===== src/include/tlr_params.svh =====
// register numbers, field layouts and reset values of the tlb reload registers
`ifndef TLR_PARAMS_SVH
`define TLR_PARAMS_SVH

// special register numbers seen by move-to / move-from
`define TLR_SPR_DCTRL 10'h318
`define TLR_SPR_AP 10'h31A
`define TLR_SPR_CURRENT_SPACE_TAG 10'h319
`define TLR_SPR_TWB 10'h31C
`define TLR_SPR_TW 10'h3DF
`define TLR_SPR_EPN 10'h313
`define TLR_SPR_TWC 10'h315
`define TLR_SPR_RPN 10'h316

// data_xlate_ctrl layout, big-endian bit n sits at [31-n]
`define TLR_DCTRL_RST 32'h00000000
`define TLR_DCTRL_MASK 32'hFE001F00
`define TLR_DC_GPM 31
`define TLR_DC_PPM 30
`define TLR_DC_RSV 27
`define TLR_DC_WALK_ASSIST_MODE 26
`define TLR_DC_PRIV_COMPARE_MODE 25
`define TLR_DC_PTR_HI 12
`define TLR_DC_PTR_LO 8
`define TLR_WRAP8 5'h07
`define TLR_WRAP6 5'h05

// other masks and fields
`define TLR_CURRENT_SPACE_TAG_MASK 32'h0000000F
`define TLR_TWB_MASK 32'hFFFFF000
`define TLR_EPN_MASK 32'hFFFFF20F
`define TLR_EPN_EV 9
`define TLR_TWC_MASK 32'h000001FD
`define TLR_TWC_MISS 32'h00000001
`define TLR_RPN_LPS 3

`endif


===== src/include/tlr_pkg.sv =====
// types shared by the tlb reload register block
package tlr_pkg;

  typedef struct packed {
    logic [31:0] dctrl;
    logic [31:0] ap;
    logic [3:0] current_space_tag;
    logic [19:0] twb_base;
    logic [31:0] tw;
    logic [31:0] effective_page;
    logic [31:0] twc;
    logic [31:0] real_page;
    logic [31:0] rdata;
    logic lk_hit;
    logic lk_exec;
    logic wr;
    logic [4:0] wr_idx;
    logic [31:0] wr_epn;
    logic [31:0] wr_twc;
    logic [31:0] wr_rpn;
    logic wr_16k;
  } tlr_state_s;

endpackage : tlr_pkg


===== src/tlr_regs.sv =====
// tlb reload, space tag and access protection register set
`timescale 1ns/1ps
`include "tlr_params.svh"
module tlr_regs
  import tlr_pkg::*;
(
  input wire logic CLK_I,
  input wire logic RST_I,
  // special register access
  input wire logic SPR_WE_I,
  input wire logic SPR_RE_I,
  input wire logic [9:0] SPR_NUM_I,
  input wire logic [31:0] SPR_WDATA_I,
  output logic [31:0] SPR_RDATA_O,
  // miss and update events
  input wire logic IMISS_I,
  input wire logic [31:0] IMISS_EA_I,
  input wire logic DATA_TLB_UPDATE_I,
  input wire logic [31:0] DATA_EPN_I,
  input wire logic [4:0] TLB_LOAD_POINTER_I,
  input wire logic PAGE_PROT_MODE_I,
  // entry lookup
  input wire logic LK_REQ_I,
  input wire logic LK_PRIV_I,
  input wire logic LK_EXT_I,
  input wire logic [3:0] LK_GROUP_I,
  input wire logic [7:0] LK_PERM_I,
  input wire logic [1:0] LK_SUBPAGE_I,
  input wire logic [3:0] LK_SPV_I,
  input wire logic LK_GLOBAL_I,
  input wire logic [3:0] LK_TAG_I,
  output logic LK_HIT_O,
  output logic LK_EXEC_O,
  // entry commit
  output logic TLB_WR_O,
  output logic [4:0] TLB_WR_IDX_O,
  output logic [31:0] TLB_WR_EPN_O,
  output logic [31:0] TLB_WR_TWC_O,
  output logic [31:0] TLB_WR_RPN_O,
  output logic TLB_WR_PAGE16K_O
);

  // ==========================================================
  // state
  tlr_state_s st;
  tlr_state_s next_st;
  logic [4:0] ptr;
  logic [1:0] grp_code;
  logic dec_hit;
  logic dec_exec;
  logic [9:0] l1_index;

  assign ptr = st.dctrl[`TLR_DC_PTR_HI:`TLR_DC_PTR_LO];
  assign grp_code = st.ap[31 - 2 * LK_GROUP_I -: 2];
  assign l1_index = st.dctrl[`TLR_DC_WALK_ASSIST_MODE] ? DATA_EPN_I[31:22] : DATA_EPN_I[29:20];

  // ==========================================================
  // protection decode
  tlr_prot_decode u_dec (
    .domain_mode_i(st.dctrl[`TLR_DC_GPM]),
    .prot_1k_i(PAGE_PROT_MODE_I),
    .ext_enc_i(LK_EXT_I),
    .priv_cmp_i(st.dctrl[`TLR_DC_PRIV_COMPARE_MODE]),
    .priv_i(LK_PRIV_I),
    .group_code_i(grp_code),
    .perm_i(LK_PERM_I),
    .subpage_i(LK_SUBPAGE_I),
    .spv_i(LK_SPV_I),
    .global_i(LK_GLOBAL_I),
    .entry_tag_i(LK_TAG_I),
    .cur_tag_i(st.current_space_tag),
    .hit_o(dec_hit),
    .exec_o(dec_exec)
  );

  // ==========================================================
  // next state
  always_comb begin
    next_st = st;
    next_st.wr = 1'b0;
    next_st.lk_hit = LK_REQ_I & dec_hit;
    next_st.lk_exec = LK_REQ_I & dec_exec;
    if (SPR_WE_I) begin
      case (SPR_NUM_I)
        `TLR_SPR_DCTRL: next_st.dctrl = SPR_WDATA_I & `TLR_DCTRL_MASK;
        `TLR_SPR_AP: next_st.ap = SPR_WDATA_I;
        `TLR_SPR_CURRENT_SPACE_TAG: next_st.current_space_tag = SPR_WDATA_I[3:0];
        `TLR_SPR_TWB: next_st.twb_base = SPR_WDATA_I[31:12];
        `TLR_SPR_TW: next_st.tw = SPR_WDATA_I;
        `TLR_SPR_EPN: next_st.effective_page = SPR_WDATA_I & `TLR_EPN_MASK;
        `TLR_SPR_TWC: next_st.twc = SPR_WDATA_I & `TLR_TWC_MASK;
        `TLR_SPR_RPN: begin
          next_st.real_page = SPR_WDATA_I;
          // staged words and the new real page go out together
          next_st.wr = 1'b1;
          next_st.wr_idx = TLB_LOAD_POINTER_I;
          next_st.wr_epn = st.effective_page;
          next_st.wr_twc = st.twc;
          next_st.wr_rpn = SPR_WDATA_I;
          next_st.wr_16k = SPR_WDATA_I[`TLR_RPN_LPS] & ~PAGE_PROT_MODE_I;
        end
        default: next_st.wr = 1'b0;
      endcase
    end
    // hardware miss wins over a software write in the same cycle
    if (IMISS_I) begin
      next_st.effective_page[31:12] = IMISS_EA_I[31:12];
      next_st.effective_page[`TLR_EPN_EV] = 1'b1;
      next_st.twc = `TLR_TWC_MISS;
    end
    if (DATA_TLB_UPDATE_I) begin
      if (ptr == 5'h00) begin
        next_st.dctrl[`TLR_DC_PTR_HI:`TLR_DC_PTR_LO] =
          st.dctrl[`TLR_DC_RSV] ? `TLR_WRAP6 : `TLR_WRAP8;
      end else begin
        next_st.dctrl[`TLR_DC_PTR_HI:`TLR_DC_PTR_LO] = ptr - 5'h01;
      end
    end
    next_st.rdata = 32'h00000000;
    if (SPR_RE_I) begin
      case (SPR_NUM_I)
        `TLR_SPR_DCTRL: next_st.rdata = st.dctrl;
        `TLR_SPR_AP: next_st.rdata = st.ap;
        `TLR_SPR_CURRENT_SPACE_TAG: next_st.rdata = {28'h0000000, st.current_space_tag};
        `TLR_SPR_TWB: next_st.rdata = {st.twb_base, l1_index, 2'b00};
        `TLR_SPR_TW: next_st.rdata = st.tw;
        `TLR_SPR_EPN: next_st.rdata = st.effective_page;
        `TLR_SPR_TWC: next_st.rdata = st.twc;
        `TLR_SPR_RPN: next_st.rdata = st.real_page;
        default: next_st.rdata = 32'h00000000;
      endcase
    end
  end

  // ==========================================================
  // registers
  // undefined-reset registers are left unforced
  always_ff @(posedge CLK_I) begin
    st <= next_st;
    if (RST_I) begin
      st.dctrl <= `TLR_DCTRL_RST;
      st.rdata <= 32'h00000000;
      st.lk_hit <= 1'b0;
      st.lk_exec <= 1'b0;
      st.wr <= 1'b0;
      st.wr_idx <= 5'h00;
      st.wr_epn <= 32'h00000000;
      st.wr_twc <= 32'h00000000;
      st.wr_rpn <= 32'h00000000;
      st.wr_16k <= 1'b0;
    end
  end

  assign SPR_RDATA_O = st.rdata;
  assign LK_HIT_O = st.lk_hit;
  assign LK_EXEC_O = st.lk_exec;
  assign TLB_WR_O = st.wr;
  assign TLB_WR_IDX_O = st.wr_idx;
  assign TLB_WR_EPN_O = st.wr_epn;
  assign TLB_WR_TWC_O = st.wr_twc;
  assign TLB_WR_RPN_O = st.wr_rpn;
  assign TLB_WR_PAGE16K_O = st.wr_16k;
endmodule : tlr_regs


===== src/tlr_prot_decode.sv =====
// match and execute-permission decode of one tlb entry lookup
`timescale 1ns/1ps
module tlr_prot_decode
  import tlr_pkg::*;
(
  input wire logic domain_mode_i,
  input wire logic prot_1k_i,
  input wire logic ext_enc_i,
  input wire logic priv_cmp_i,
  input wire logic priv_i,
  input wire logic [1:0] group_code_i,
  input wire logic [7:0] perm_i,
  input wire logic [1:0] subpage_i,
  input wire logic [3:0] spv_i,
  input wire logic global_i,
  input wire logic [3:0] entry_tag_i,
  input wire logic [3:0] cur_tag_i,
  output logic hit_o,
  output logic exec_o
);

  logic eff_priv;
  logic use_pp;
  logic force_ok;
  logic [1:0] code;
  logic pp_priv;
  logic pp_prob;
  logic pp_ok;

  always_comb begin
    eff_priv = priv_i;
    use_pp = 1'b1;
    force_ok = 1'b0;
    if (domain_mode_i) begin
      use_pp = (group_code_i == 2'b01);
      force_ok = (group_code_i == 2'b11);
    end else begin
      case (group_code_i)
        2'b00: eff_priv = 1'b1;
        2'b10: eff_priv = ~priv_i;
        2'b11: eff_priv = 1'b0;
        default: eff_priv = priv_i;
      endcase
    end
    // field 0 covers the first 1K subpage
    code = prot_1k_i ? perm_i[7 - 2 * subpage_i -: 2] : perm_i[7:6];
    pp_priv = 1'b0;
    pp_prob = 1'b0;
    if (prot_1k_i) begin
      pp_priv = (code != 2'b00);
      pp_prob = code[1];
    end else if (ext_enc_i) begin
      // reserved codes grant nothing
      pp_priv = (code == 2'b01);
    end else begin
      pp_priv = 1'b1;
      pp_prob = (code != 2'b00);
    end
    pp_ok = eff_priv ? pp_priv : pp_prob;
    exec_o = force_ok | (use_pp & pp_ok);
    hit_o = global_i | (entry_tag_i == cur_tag_i);
    if (priv_cmp_i) begin
      hit_o = hit_o & (priv_i ? spv_i[3] : spv_i[2]);
    end else begin
      hit_o = hit_o & spv_i[3 - subpage_i];
    end
  end

endmodule : tlr_prot_decode


===== config.mk =====
export PLATFORM = sky130hd
export DESIGN_NAME = tlr_regs
export DESIGN_NICKNAME = d
export VERILOG_FILES = /design/src/include/tlr_pkg.sv /design/src/tlr_regs.sv /design/src/tlr_prot_decode.sv
export VERILOG_INCLUDE_DIRS = /design/src /design/src/include
export SDC_FILE = /design/constraint.sdc
export NUM_CORES = 1
export LEC_CHECK = 0
export BUFFER_PORTS_ARGS = -buffer_cell sky130_fd_sc_hd__buf_4
export CAP_MARGIN = 20
export CORE_ASPECT_RATIO = 2
export CORE_MARGIN = 2
export CORE_UTILIZATION = 50
export DETAILED_ROUTE_END_ITERATION = 8
export PLACE_DENSITY = 0.8
export REMOVE_ABC_BUFFERS = 1
export SLEW_MARGIN = 0
export SYNTH_ARGS = -nofsm -noshare
export SYNTH_HDL_FRONTEND = slang
export SYNTH_HIERARCHICAL = 1
export SYNTH_SLANG_ARGS = --single-unit

===== constraint.sdc =====
create_clock -name CLK_I -period 5.95 [get_ports CLK_I]
set_input_delay 0.595 -clock CLK_I [delete_from_list [all_inputs] [get_ports CLK_I]]
set_output_delay 0.595 -clock CLK_I [all_outputs]
set_load 0.005 [all_outputs]

# Word level (Yosys, flattened, before mapping)
# Cells that the tools add are included.
# W data, S select, Z words.
[word_totals]
regBits = 271
input_bits = 144
out_inout_bits = 137
word_cells = 101
[classes]
n_addsub = 4
n_lt_le_gt_ge = 1
eq_ne = 13
shifts = 2
mux = 30
n_bitwise = 12
n_reduce_logical = 19
[ops]
columns = ["op", "n"]
rows = [
  ["$pmux W32 S8", 1],
  ["$mux W197", 1],
  ["$mux W32", 4],
  ["$eq A10 B10 Y1 const B", 8],
  ["$mux W20", 2],
  ["$shiftx A33 B33 Y2", 1],
  ["$shiftx A9 B33 Y2", 1],
  ["$lt A32 B3 Y1 const B", 1],
  ["$reduce_and A2 Y1", 10],
  ["$mux W13", 1],
  ["$mux W1", 12],
  ["$mux W10", 1],
  ["$mux W5", 2],
  ["$reduce_bool A2 Y1", 5],
  ["$mux W9", 1],
  ["$and A1 B1 Y1", 6],
  ["$sub A5 B5 Y6 const A", 1],
  ["$logic_not A5 Y1", 1],
  ["$sub A5 B1 Y5 const B", 1],
  ["$eq A2 B1 Y1 const B", 2],
  ["$eq A2 B2 Y1 const B", 2],
  ["$eq A4 B4 Y1", 1],
  ["$mux W2", 2],
  ["$mux W4", 1],
  ["other kinds (8)", 13],
]

# Longest topological paths before layout
# Gate-level depths: netlist (run 1).
[depth]
ltp_word = 10
ltp_mapped = 8
depth_no_buf = 7

# Cells and area by module
# Netlist (run 1), hierarchy kept.
[modules_own_cells]
columns = ["module", "instances", "cells_per_inst", "area_per_inst_um2"]
rows = [
  ["tlr_regs", 1, 1086, 12045.3],
  ["tlr_prot_decode", 1, 23, 206.4],
]

# Least setup slack after synthesis (run 1)
# No wires, ideal clock.
[synth_timing]
kind = "in2reg"
start = "input SPR_NUM_I[5]"
end = "register st[233] (netlist bit), enable pin"
t_arrival_ns = 4.181
t_required_ns = 5.448
path_slack_ns = 1.267
path_stages = 2
path_cell_list = "nand4b_2 -> nor4_1"
[synth_between]
elab_chain_cells = 2
[synth_lines]
columns = ["element", "line", "text"]
rows = [
  ["start: declaration", "tlr_regs.sv:12", "input wire logic [9:0] SPR_NUM_I,"],
  ["$eq A10 B10 Y1", "tlr_regs.sv:84", "case (SPR_NUM_I)"],
  ["$reduce_and A2 Y1 (no source line)", "n/a", ""],
  ["end signal: assignment", "tlr_regs.sv:139", "st <= next_st;"],
  ["end: declaration", "tlr_regs.sv:45", "tlr_state_s st;"],
]
# No other way between the ends.
# A chain may end at the register's enable or synchronous reset.

# Final worst setup path (run 1)
[layout_timing]
start = "input SPR_NUM_I[1]"
end = "register st[155] (netlist bit), enable pin"
# The elaborated chain is that of the path after synthesis.

==> flow_summary.ini, run 1 <==
[clock_network]
ctsResizeCount = 0
cts_tree = built
post_cts_buffers = 0
clkSinkCount = 271
cts_root_buf = clkbuf_16
cts_max_level = 1
clock_path_buffers = 3
cts_made_buffers = 24
holdBufCountCts = 0
clkLatencyLatePin_ps = 530
clkTransAtPathRegs_ps = 70

[synthesis]
syn_avg_cell_area_um2 = 11.05
syn_area_um2 = 12250
synth_top_area_share_pct = 35.29
synthCells = 1109
synth_top_area_cell = edfxtp_1
synth_cell_types = 66
yosysSeqAreaShare_pct = 56.05
yosys_warnings = 6
ys.flop_type = edfxtp_1
netlist_top_cells_count = nand2_1 (217), edfxtp_1 (144), buf_4 (135), dfxtp_1 (127), a21oi_1 (93)
async_flop_share_pct = 0
yosysMostFrequentCell = nand2_1
synth_edf_count = 144
synth_area_leaders = edfxtp_1 (35%), dfxtp_1 (21%), buf_4 (8.3%), nand2_1 (6.6%), a21oi_1 (3.8%)
ys_seq_elements = 271

[floorplanning]
fp.coreArea_um2 = 24220
num_io_pins = 281
rows = 81
die_h_um = 225.4
die_area_um2 = 25850
start_util_pct = 50.58
die_w_um = 114.7

[cells_and_area]
area_growth_pct = 14.17
final_util_pct = 57.75
n_antenna_cell = 0
final_cells = 1495
drive_gt1_share_pct = 27.30
nets = 1332

[worst_setup_path]
reg2reg_depth = 6
crit_fanout = 70
crit_arrival_ps = 3410
timing.rr.end = LK_EXEC_O
end_kind = register
path_class = in2reg
rr_startpoint = st[311]
crit_required_ps = 6130
worst_setup_path_start_kind = input pin
r2r_slack_ps = 3770

[pwr]
cellPowerDensity_nw_per_um2 = 276.4
vdd_drop_max_mv = 0.2758
leakage_nw = 4.913

[worst_hold_path]
holdPathStages = 1
min_to = st[239]
min_path_type = in2reg
min_from = SPR_WDATA_I[6]

[timing]
rsz0062_at_grt = no
final.setup_skew_ps = 18.15
whs_ps = 283.6
fmax_mhz = 310.2
tightest_slew_ps = 1012
period_share_pct = 54.18
hold_viol_final = 0
relSlewSlack_pct = 32.35
maxSlewViolCount = 0
fin_tns_setup_ps = 0
setup_viol = 0
min_period_ps = 3224

[run_status]
outcome = finished clean

[placement]
dp_cells = 1450
port_buffers = 217
place.gp.congestion = 0.8313
dp_hpwl_um = 19670

[global_routing]
grt_max_degree = 88
grt.overflow.total = 0
grt_usage_pct = 23.69
grt_pass1_wl_um = 47440
grt_pass1_vias = 8549
antenna_found_initial = 0

[routing]
dr.first_iter.drc_count = 604
drc = 0
post_drt_via_cell_ratio = 5.759
wirelength_um = 31330
ant_nets = 0
wl_per_cell_um = 20.96
vias = 8609
first_pass_iters = 5

[job]
maxCapViolations = 0
==> final cells by class <==
cell class,count,area (um2)
clock inverters,14,158.9
repair buffers,228,1719
inverters,6,25.02
fillers,2012,10230
multi-input cells,656,4180
flip-flops and latches,271,6867
clock buffers,30,675.6
well taps,290,362.8
==> worst max-delay path by stage <==
stage	from	end	slack (ps)	cells past startpoint
after floorplan	SPR_NUM_I[5]	st[233]	1270	2
after global placement	SPR_NUM_I[1]	st[155]	2270	5
after detailed placement	SPR_NUM_I[1]	st[155]	2210	5
after CTS	SPR_NUM_I[1]	st[155]	2740	5
after global routing	SPR_NUM_I[1]	TLB_WR_EPN_O[20]	2530	7
final	SPR_NUM_I[1]	st[155]	2730	5
==> cells by family (layout without fill, tap and decap cells) <==
group	after synthesis	count (layout)	synth area share, %
muxes	50	50	5.484
AOI/OAI and AO/OA	245	245	13.99
xor gates and xnor gates	4	4	0.2859
buffers and inverters	212	278	11.09
DFF	271	271	56.05
and+or+nand+nor	325	325	12.97
other	1	31	0.03061
adders and majority gates	1	1	0.1021
==> registers in the layout (all words and copies together), names as in the netlist <==
signal / cells
LK_EXEC_O: 1
LK_HIT_O: 1
SPR_RDATA_O: 32
TLB_WR_EPN_O: 25
TLB_WR_IDX_O: 5
TLB_WR_O: 1
TLB_WR_PAGE16K_O: 1
TLB_WR_RPN_O: 32
TLB_WR_TWC_O: 8
ptr: 5
st: 160
==> power breakdown <==
part           leakage, nW  internal (mW)  total (mW)  switching [mW]
registers             2.33           1.98        1.99          0.0112
clock network        0.405          0.942        1.65           0.706
logic                 2.18         0.0970       0.226           0.129
total                 4.91           3.02        3.87           0.846
==> through the flow <==
| step | worst slack [ps] | area, um2 | total power, mW |
|---|---|---|---|
| 3_5_place_dp | 2212 | 13140 | 2.256 |
| 4_1_cts | 2742 | 13970 | 3.881 |
| 2_1_floorplan | 1267 | 11030 | 2.112 |
| 6_report | 2726 | 13990 | 3.866 |
| 3_3_place_gp | 2265 | 13140 | 2.246 |
| 5_1_grt | 2529 | 13990 | 3.963 |
==> layer usage <==
| layer | track usage (%) | vias up | part of all wire, % | routed length, um |
|---|---|---|---|---|
| met3 | 5.164 | 61 | 9.8 | 3062 |
| met5 | 0 | - | 0 | 0 |
| li1 | - | 3939 | - | - |
| met2 | 40.16 | 436 | 50 | 15580 |
| met4 | 7.671 | 0 | 2.7 | 851 |
| met1 | 29.93 | 4173 | 38 | 11840 |
==> cells in the final DEF (no fill, tap or decap), types with 3 or more instances in the layout <==
cell type	synthesis	layout
buf_4	135	227
nor2b_1	5	5
o21ai_0	49	49
nand2_1	217	217
nor2_1	18	17
bufinv_16	0	3
a211oi_1	3	3
edfxtp_1	144	144
dfxtp_1	127	127
nand4_1	3	3
clkbuf_16	0	26
a31oi_1	4	4
mux2i_1	36	36
a21oi_1	93	93
a22o_1	29	29
mux4_2	11	11
conb_1	1	31
clkinv_4	0	3
clkinv_2	0	4
or2_2	3	3
o2bb2ai_1	18	18
a32oi_1	3	3
clkbuf_1	43	3
inv_1	5	5
xor2_1	4	4
nand2b_1	8	7
nand3b_1	36	36
a211oi_2	29	29
nor3_1	4	4
o21ai_1	4	4
==> critical path, cell delays in order <==
cell and delay [ps]:
buf_4 480, and4bb_1 870, nand4_4 200, inv_4 670
buf_4 480
(Power assumes the default switching activity.)
==> run 2, diff against run 1 <==
Clock period 5.95 ns to 3.2 ns, I/O delays scaled along.
==> run 2 against run 1 <==
  * Critical path type is now reg2reg
  * Clock-buffer cell count is 4 lower
  * Final cell count up 1.5%
  * Combinational power is 91% higher
  * Critical path depth grew 1
  * Via count increased by 1.2%
  * Sequential cell count unchanged
  * Clock power rose by 91%
  * Worst setup slack got worse by 1700 ps
  * Die area did not move
==> flow_summary.ini, run 2 (same netlist as run 1, synthesis figures left out) <==
[placement]
dp_hpwl_um = 20650
port_buffers = 217
placed_area_um2 = 13230
place.gp.congestion = 0.8618
dp_slack_ps = 813.0

[worst_hold_path]
min_from = SPR_WDATA_I[19]
min_path_type = in2reg
holdPathStages = 1
min_to = st[156]

[clock_network]
cts_root_buf = clkbuf_16
cts_tree = built
cts_made_buffers = 24
clock_path_buffers = 3
clkLatencyLatePin_ps = 550
clkSinkCount = 271
clkTransAtPathRegs_ps = 70
cts_max_level = 1
post_cts_buffers = 0

[timing]
fmax_mhz = 463.8
maxSlewViolCount = 0
period_share_pct = 67.38
setup_viol = 0
hold_viol_final = 0
tightest_slew_ps = 954.0
setup_slack_ps = 1044
relSlewSlack_pct = 35.92
rsz0062_at_grt = no
fin_tns_setup_ps = 0
min_period_ps = 2156
final.setup_skew_ps = 33.06

[worst_setup_path]
end_kind = register
r2r_slack_ps = 1040
crit_required_ps = 3660
crit_start = st[311]
rr_startpoint = st[311]
path_class = reg2reg
timing.rr.end = LK_EXEC_O
worst_setup_path_start_kind = register
reg2reg_depth = 6
crit_arrival_ps = 2620
crit_fanout = 2

[global_routing]
grt_usage_pct = 24.10
grt_max_degree = 73
grt_pass1_vias = 8868
grt_pass1_wl_um = 48480
grt.overflow.total = 0
antenna_found_initial = 0

[floorplanning]
start_util_pct = 50.58
fp.coreArea_um2 = 24220
num_io_pins = 281
die_w_um = 114.7
die_area_um2 = 25850
rows = 81
die_h_um = 225.4

[cells_and_area]
final_util_pct = 58.70
layout.cells.most_common = buf_4
fin_area_um2 = 14220
area_growth_pct = 16.04
n_antenna_cell = 0
drive_gt1_share_pct = 27.79
largest_reg_flops = 160
mostFrequentLayoutCells = buf_4 (237), nand2_1 (217), edfxtp_1 (144)
nets = 1354
largest_register = st

[pwr]
cellPowerDensity_nw_per_um2 = 512.5
vdd_drop_max_mv = 0.5390
total_power_mw = 7.286
leakage_nw = 5.028

[routing]
wl_per_cell_um = 21.08
vias = 8712
dr_wl_met3_um = 2932
first_pass_iters = 7
ant_nets = 0
wl_met2_um = 16380
wirelength_um = 31970
wl_met1_um = 11930
drc = 0
dr.first_iter.drc_count = 606
top_layer_used = met4
post_drt_via_cell_ratio = 5.743

[job]
maxCapViolations = 0

[run_status]
outcome = finished clean
## run 2: through the flow
| step | std cells | hold WS, ps |
|---|---|---|
| after floorplan | 933 | 389.1 |
| after global placement | 1461 | 440.8 |
| after detailed placement | 1461 | 446.6 |
| after CTS | 1517 | 0.1667 |
| after global routing | 1517 | 6.031 |
| final | 1517 | 4.770 |
## run 2: critical path: stages (launching register included)
cell and delay [ps]:
edfxtp_1 420, mux4_2 520, mux4_2 490, o31ai_1 210
nand3_1 100, a32oi_1 160, and3b_1 160
## run 2: layout make-up
| cell class | instances | area (um2) |
|---|---|---|
| Clock buffer | 26 | 628.1 |
| Clock inverter | 18 | 235.2 |
| Fill cell | 1955 | 10000 |
| Inverter | 6 | 25.02 |
| Multi-Input combinational cell | 656 | 4180 |
| Sequential cell | 271 | 6867 |
| Tap cell | 290 | 362.8 |
| Timing Repair Buffer | 250 | 1919 |
## run 2: repair_timing
| action | in CTS | in global routing |
|---|---|---|
| hold buffers | 12 | 0 |
| endpoints found under the hold margin | 39 | 0 |
| setup endpoints to repair | 0 | 0 |
| gates resized for setup | 0 | 0 |
## run 2: worst max path at each step
stage                            endpoint  slack [ps]  cells past startpoint
after global placement          LK_EXEC_O         850                      8
after global routing            LK_EXEC_O         950                      7
after CTS                       LK_EXEC_O        1030                      6
after detailed placement  SPR_RDATA_O[31]         810                      7
after floorplan                   st[233]       -1210                      2
final                           LK_EXEC_O        1040                      6
## run 2: power breakdown
group / switching (mW) / total [mW] / leakage (nW) / internal [mW]
clock network: 1.32 / 3.15 / 0.417 / 1.83
registers: 0.0190 / 3.70 / 2.33 / 3.68
logic: 0.240 / 0.432 / 2.28 / 0.191
total: 1.58 / 7.29 / 5.03 / 5.71
## run 2: metal layers
metal  track usage, %  up-vias
li1                 -     3979
met1            29.45     4232
met2            42.26      443
met3            5.514       58
met4            6.688        0
met5                0        -
==> run 3, diff against run 2 <==
Settings changed: ABC_AREA from default to 1, CORE_UTILIZATION 50 to 49, PLACE_DENSITY 0.8 to 0.82.
Clock period 3.2 ns to 1.8 ns, I/O delays scaled along.
==> run 3 against run 2 <==
  * Synthesized cell count up 21%
  * First-iteration DRC count up 20%
  * Maximum frequency up 23%
  * Highest routed layer unchanged
  * Largest power group unchanged
  * Non-clock buffer count up 80
  * Register-to-register slack worse by 1000 ps
==> flow_summary.ini, run 3 <==
[timing]
fmax_mhz = 570.7
setup_slack_ps = 47.79
min_period_ps = 1752
setup_viol = 0
maxSlewViolCount = 0
fin_tns_setup_ps = 0
hold_viol_final = 0
final.setup_skew_ps = 9.607
period_share_pct = 97.34
relSlewSlack_pct = 65.01
rsz0062_at_grt = yes
tightest_slew_ps = 524.0

[routing]
ant_nets = 0
drc = 0
dr.first_iter.drc_count = 730
wirelength_um = 34640
wl_per_cell_um = 18.31
vias = 9906
post_drt_via_cell_ratio = 5.236
first_pass_iters = 5

[synthesis]
ys.flop_type = edfxtp_1
async_flop_share_pct = 0
synth_area_leaders = edfxtp_1 (36%), dfxtp_1 (21%), buf_4 (8.7%), nor2_1 (6.5%), nand2_1 (6.2%)
yosys_warnings = 6
yosysSeqAreaShare_pct = 56.54
yosysMostFrequentCell = nor2_1
ys_seq_elements = 271
synthCells = 1346
syn_avg_cell_area_um2 = 9.022
netlist_top_cells_count = nor2_1 (211), nand2_1 (199), edfxtp_1 (144), buf_4 (140), o21ai_0 (130)
syn_area_um2 = 12140
synth_top_area_cell = edfxtp_1
synth_edf_count = 144
synth_cell_types = 41
synth_top_area_share_pct = 35.61

[worst_hold_path]
holdPathStages = 5
min_path_type = in2reg

[global_routing]
grt_pass1_wl_um = 52300
grt_pass1_vias = 9834
grt_max_degree = 62
grt_usage_pct = 26.10
grt.overflow.total = 0
antenna_found_initial = 0

[placement]
dp_cells = 1784
port_buffers = 217
dp_hpwl_um = 24240
dp_slack_ps = -16.69
placed_area_um2 = 13640
place.gp.congestion = 1.022

[worst_setup_path]
slowest_stage = edfxtp_1
reg2reg_depth = 13
cp_cell_sequence = inv_1 > a21oi_1 > o21ai_0 > nand3_1 > o211ai_1 > nand2_1 > buf_4 > a22oi_2 > nand2_1 > nor2_1 > nor2_1 > nand2_1 > nor2_1
end_kind = register
crit_required_ps = 2220
path_class = reg2reg
worst_setup_path_start_kind = register
crit_fanout = 2
crit_arrival_ps = 2170
slowest_delay_ps = 380

[run_status]
outcome = finished clean

[cells_and_area]
n_antenna_cell = 0
layout.cells.most_common = buf_4
nFillCells = 1903
final_cells = 1892
drive_gt1_share_pct = 21.86
largest_reg_flops = 160
mostFrequentLayoutCells = buf_4 (248), nor2_1 (207), nand2_1 (199)
nets = 1688
area_growth_pct = 23.88
fin_area_um2 = 15040
largest_register = st

[pwr]
vdd_drop_max_mv = 0.7551
total_power_mw = 12.43
leakage_nw = 6.475
cellPowerDensity_nw_per_um2 = 826.3

[floorplanning]
fp.coreArea_um2 = 24420
start_util_pct = 49.72
rows = 81
die_area_um2 = 26140
num_io_pins = 281
die_w_um = 115.3
die_h_um = 226.6

[clock_network]
clkTransAtPathRegs_ps = 70
cts_made_buffers = 24
clkSinkCount = 271
clkLatencyLatePin_ps = 520
clock_path_buffers = 3
cts_tree = built
cts_root_buf = clkbuf_16
cts_max_level = 1

[job]
maxCapViolations = 0
[run 3: changes by cell type after synthesis, moves of 29 or more]
cell      change
nor2_1      +193
mux2i_1      -36
inv_1       +102
a211oi_2     -29
o21ai_0      +81
a22o_1       -29
nand3_1      +79
nand3b_1     -33
a21oi_1      -31
[run 3: power breakdown]
group / switching [mW] / total, mW / internal, mW
Clock: 2.24 / 5.02 / 2.78
Combinational: 0.445 / 0.824 / 0.379
Sequential: 0.0322 / 6.58 / 6.55
Total: 2.72 / 12.4 / 9.71
[run 3: layer usage]
layer  vias up  track usage, %  share of wire (%)
li1       4657               -                  -
met1      4607           27.94                 34
met2       531           49.48                 55
met3       111           2.406                6.4
met4         0           13.37                5.1
met5         -               0                  0
[run 3: worst paths after layout]
check	from	endpoint	slack (ps)
min reg2reg	TLB_WR_RPN_O[3]	TLB_WR_RPN_O[3]	480
max	st[310]	LK_EXEC_O	50
min	LK_GLOBAL_I	LK_HIT_O	40
max reg2reg	st[310]	LK_EXEC_O	50
[run 3: repair_timing]
action	in CTS	in global routing
hold endpoints to repair	194	0
buffers inserted	0	3
setup endpoints to repair	0	3
resized for setup	0	6
hold buffers	63	0
[run 3: logic make-up (layout without fill, tap and decap cells)]
family          count (synthesis)  count (layout)  share of synthesized area [%]
mux                             7               7                         0.6491
flops                         271             271                          56.54
simple gates                  539             539                          18.77
other cells                     1              31                        0.03088
xor+xnor                        5               5                         0.3607
buf+inv                       304             488                          14.04
compound gates                218             218                          9.499
fa+ha+maj                       1               1                         0.1030
[run 3: per-stage QoR]
step	util, %	hold WS [ps]
after floorplan	-	249.1
after detailed placement	55.84	387.2
after global placement	55.84	385.8
final	61.60	43.85
after CTS	61.50	62.90
after global routing	61.60	96.48
[run 3: layout make-up]
class	instances	area, um2	area share, %
repair buffers	330	2874	19.10
flip-flops and latches	271	6867	45.64
inverters	115	431.7	2.869
clock buffers	34	679.4	4.516
multi-input cells	801	3704	24.62
well taps	332	415.4	2.761
clock inverters	9	73.82	0.4907
[run 3: worst max-delay path: cells and delay by family (launching register included)]
family                 cells  cell delay, ps
AND/OR/NAND/NOR            7             550
flip-flops                 1             380
AO/OA/AOI/OAI              4             420
buffers and inverters      2             300
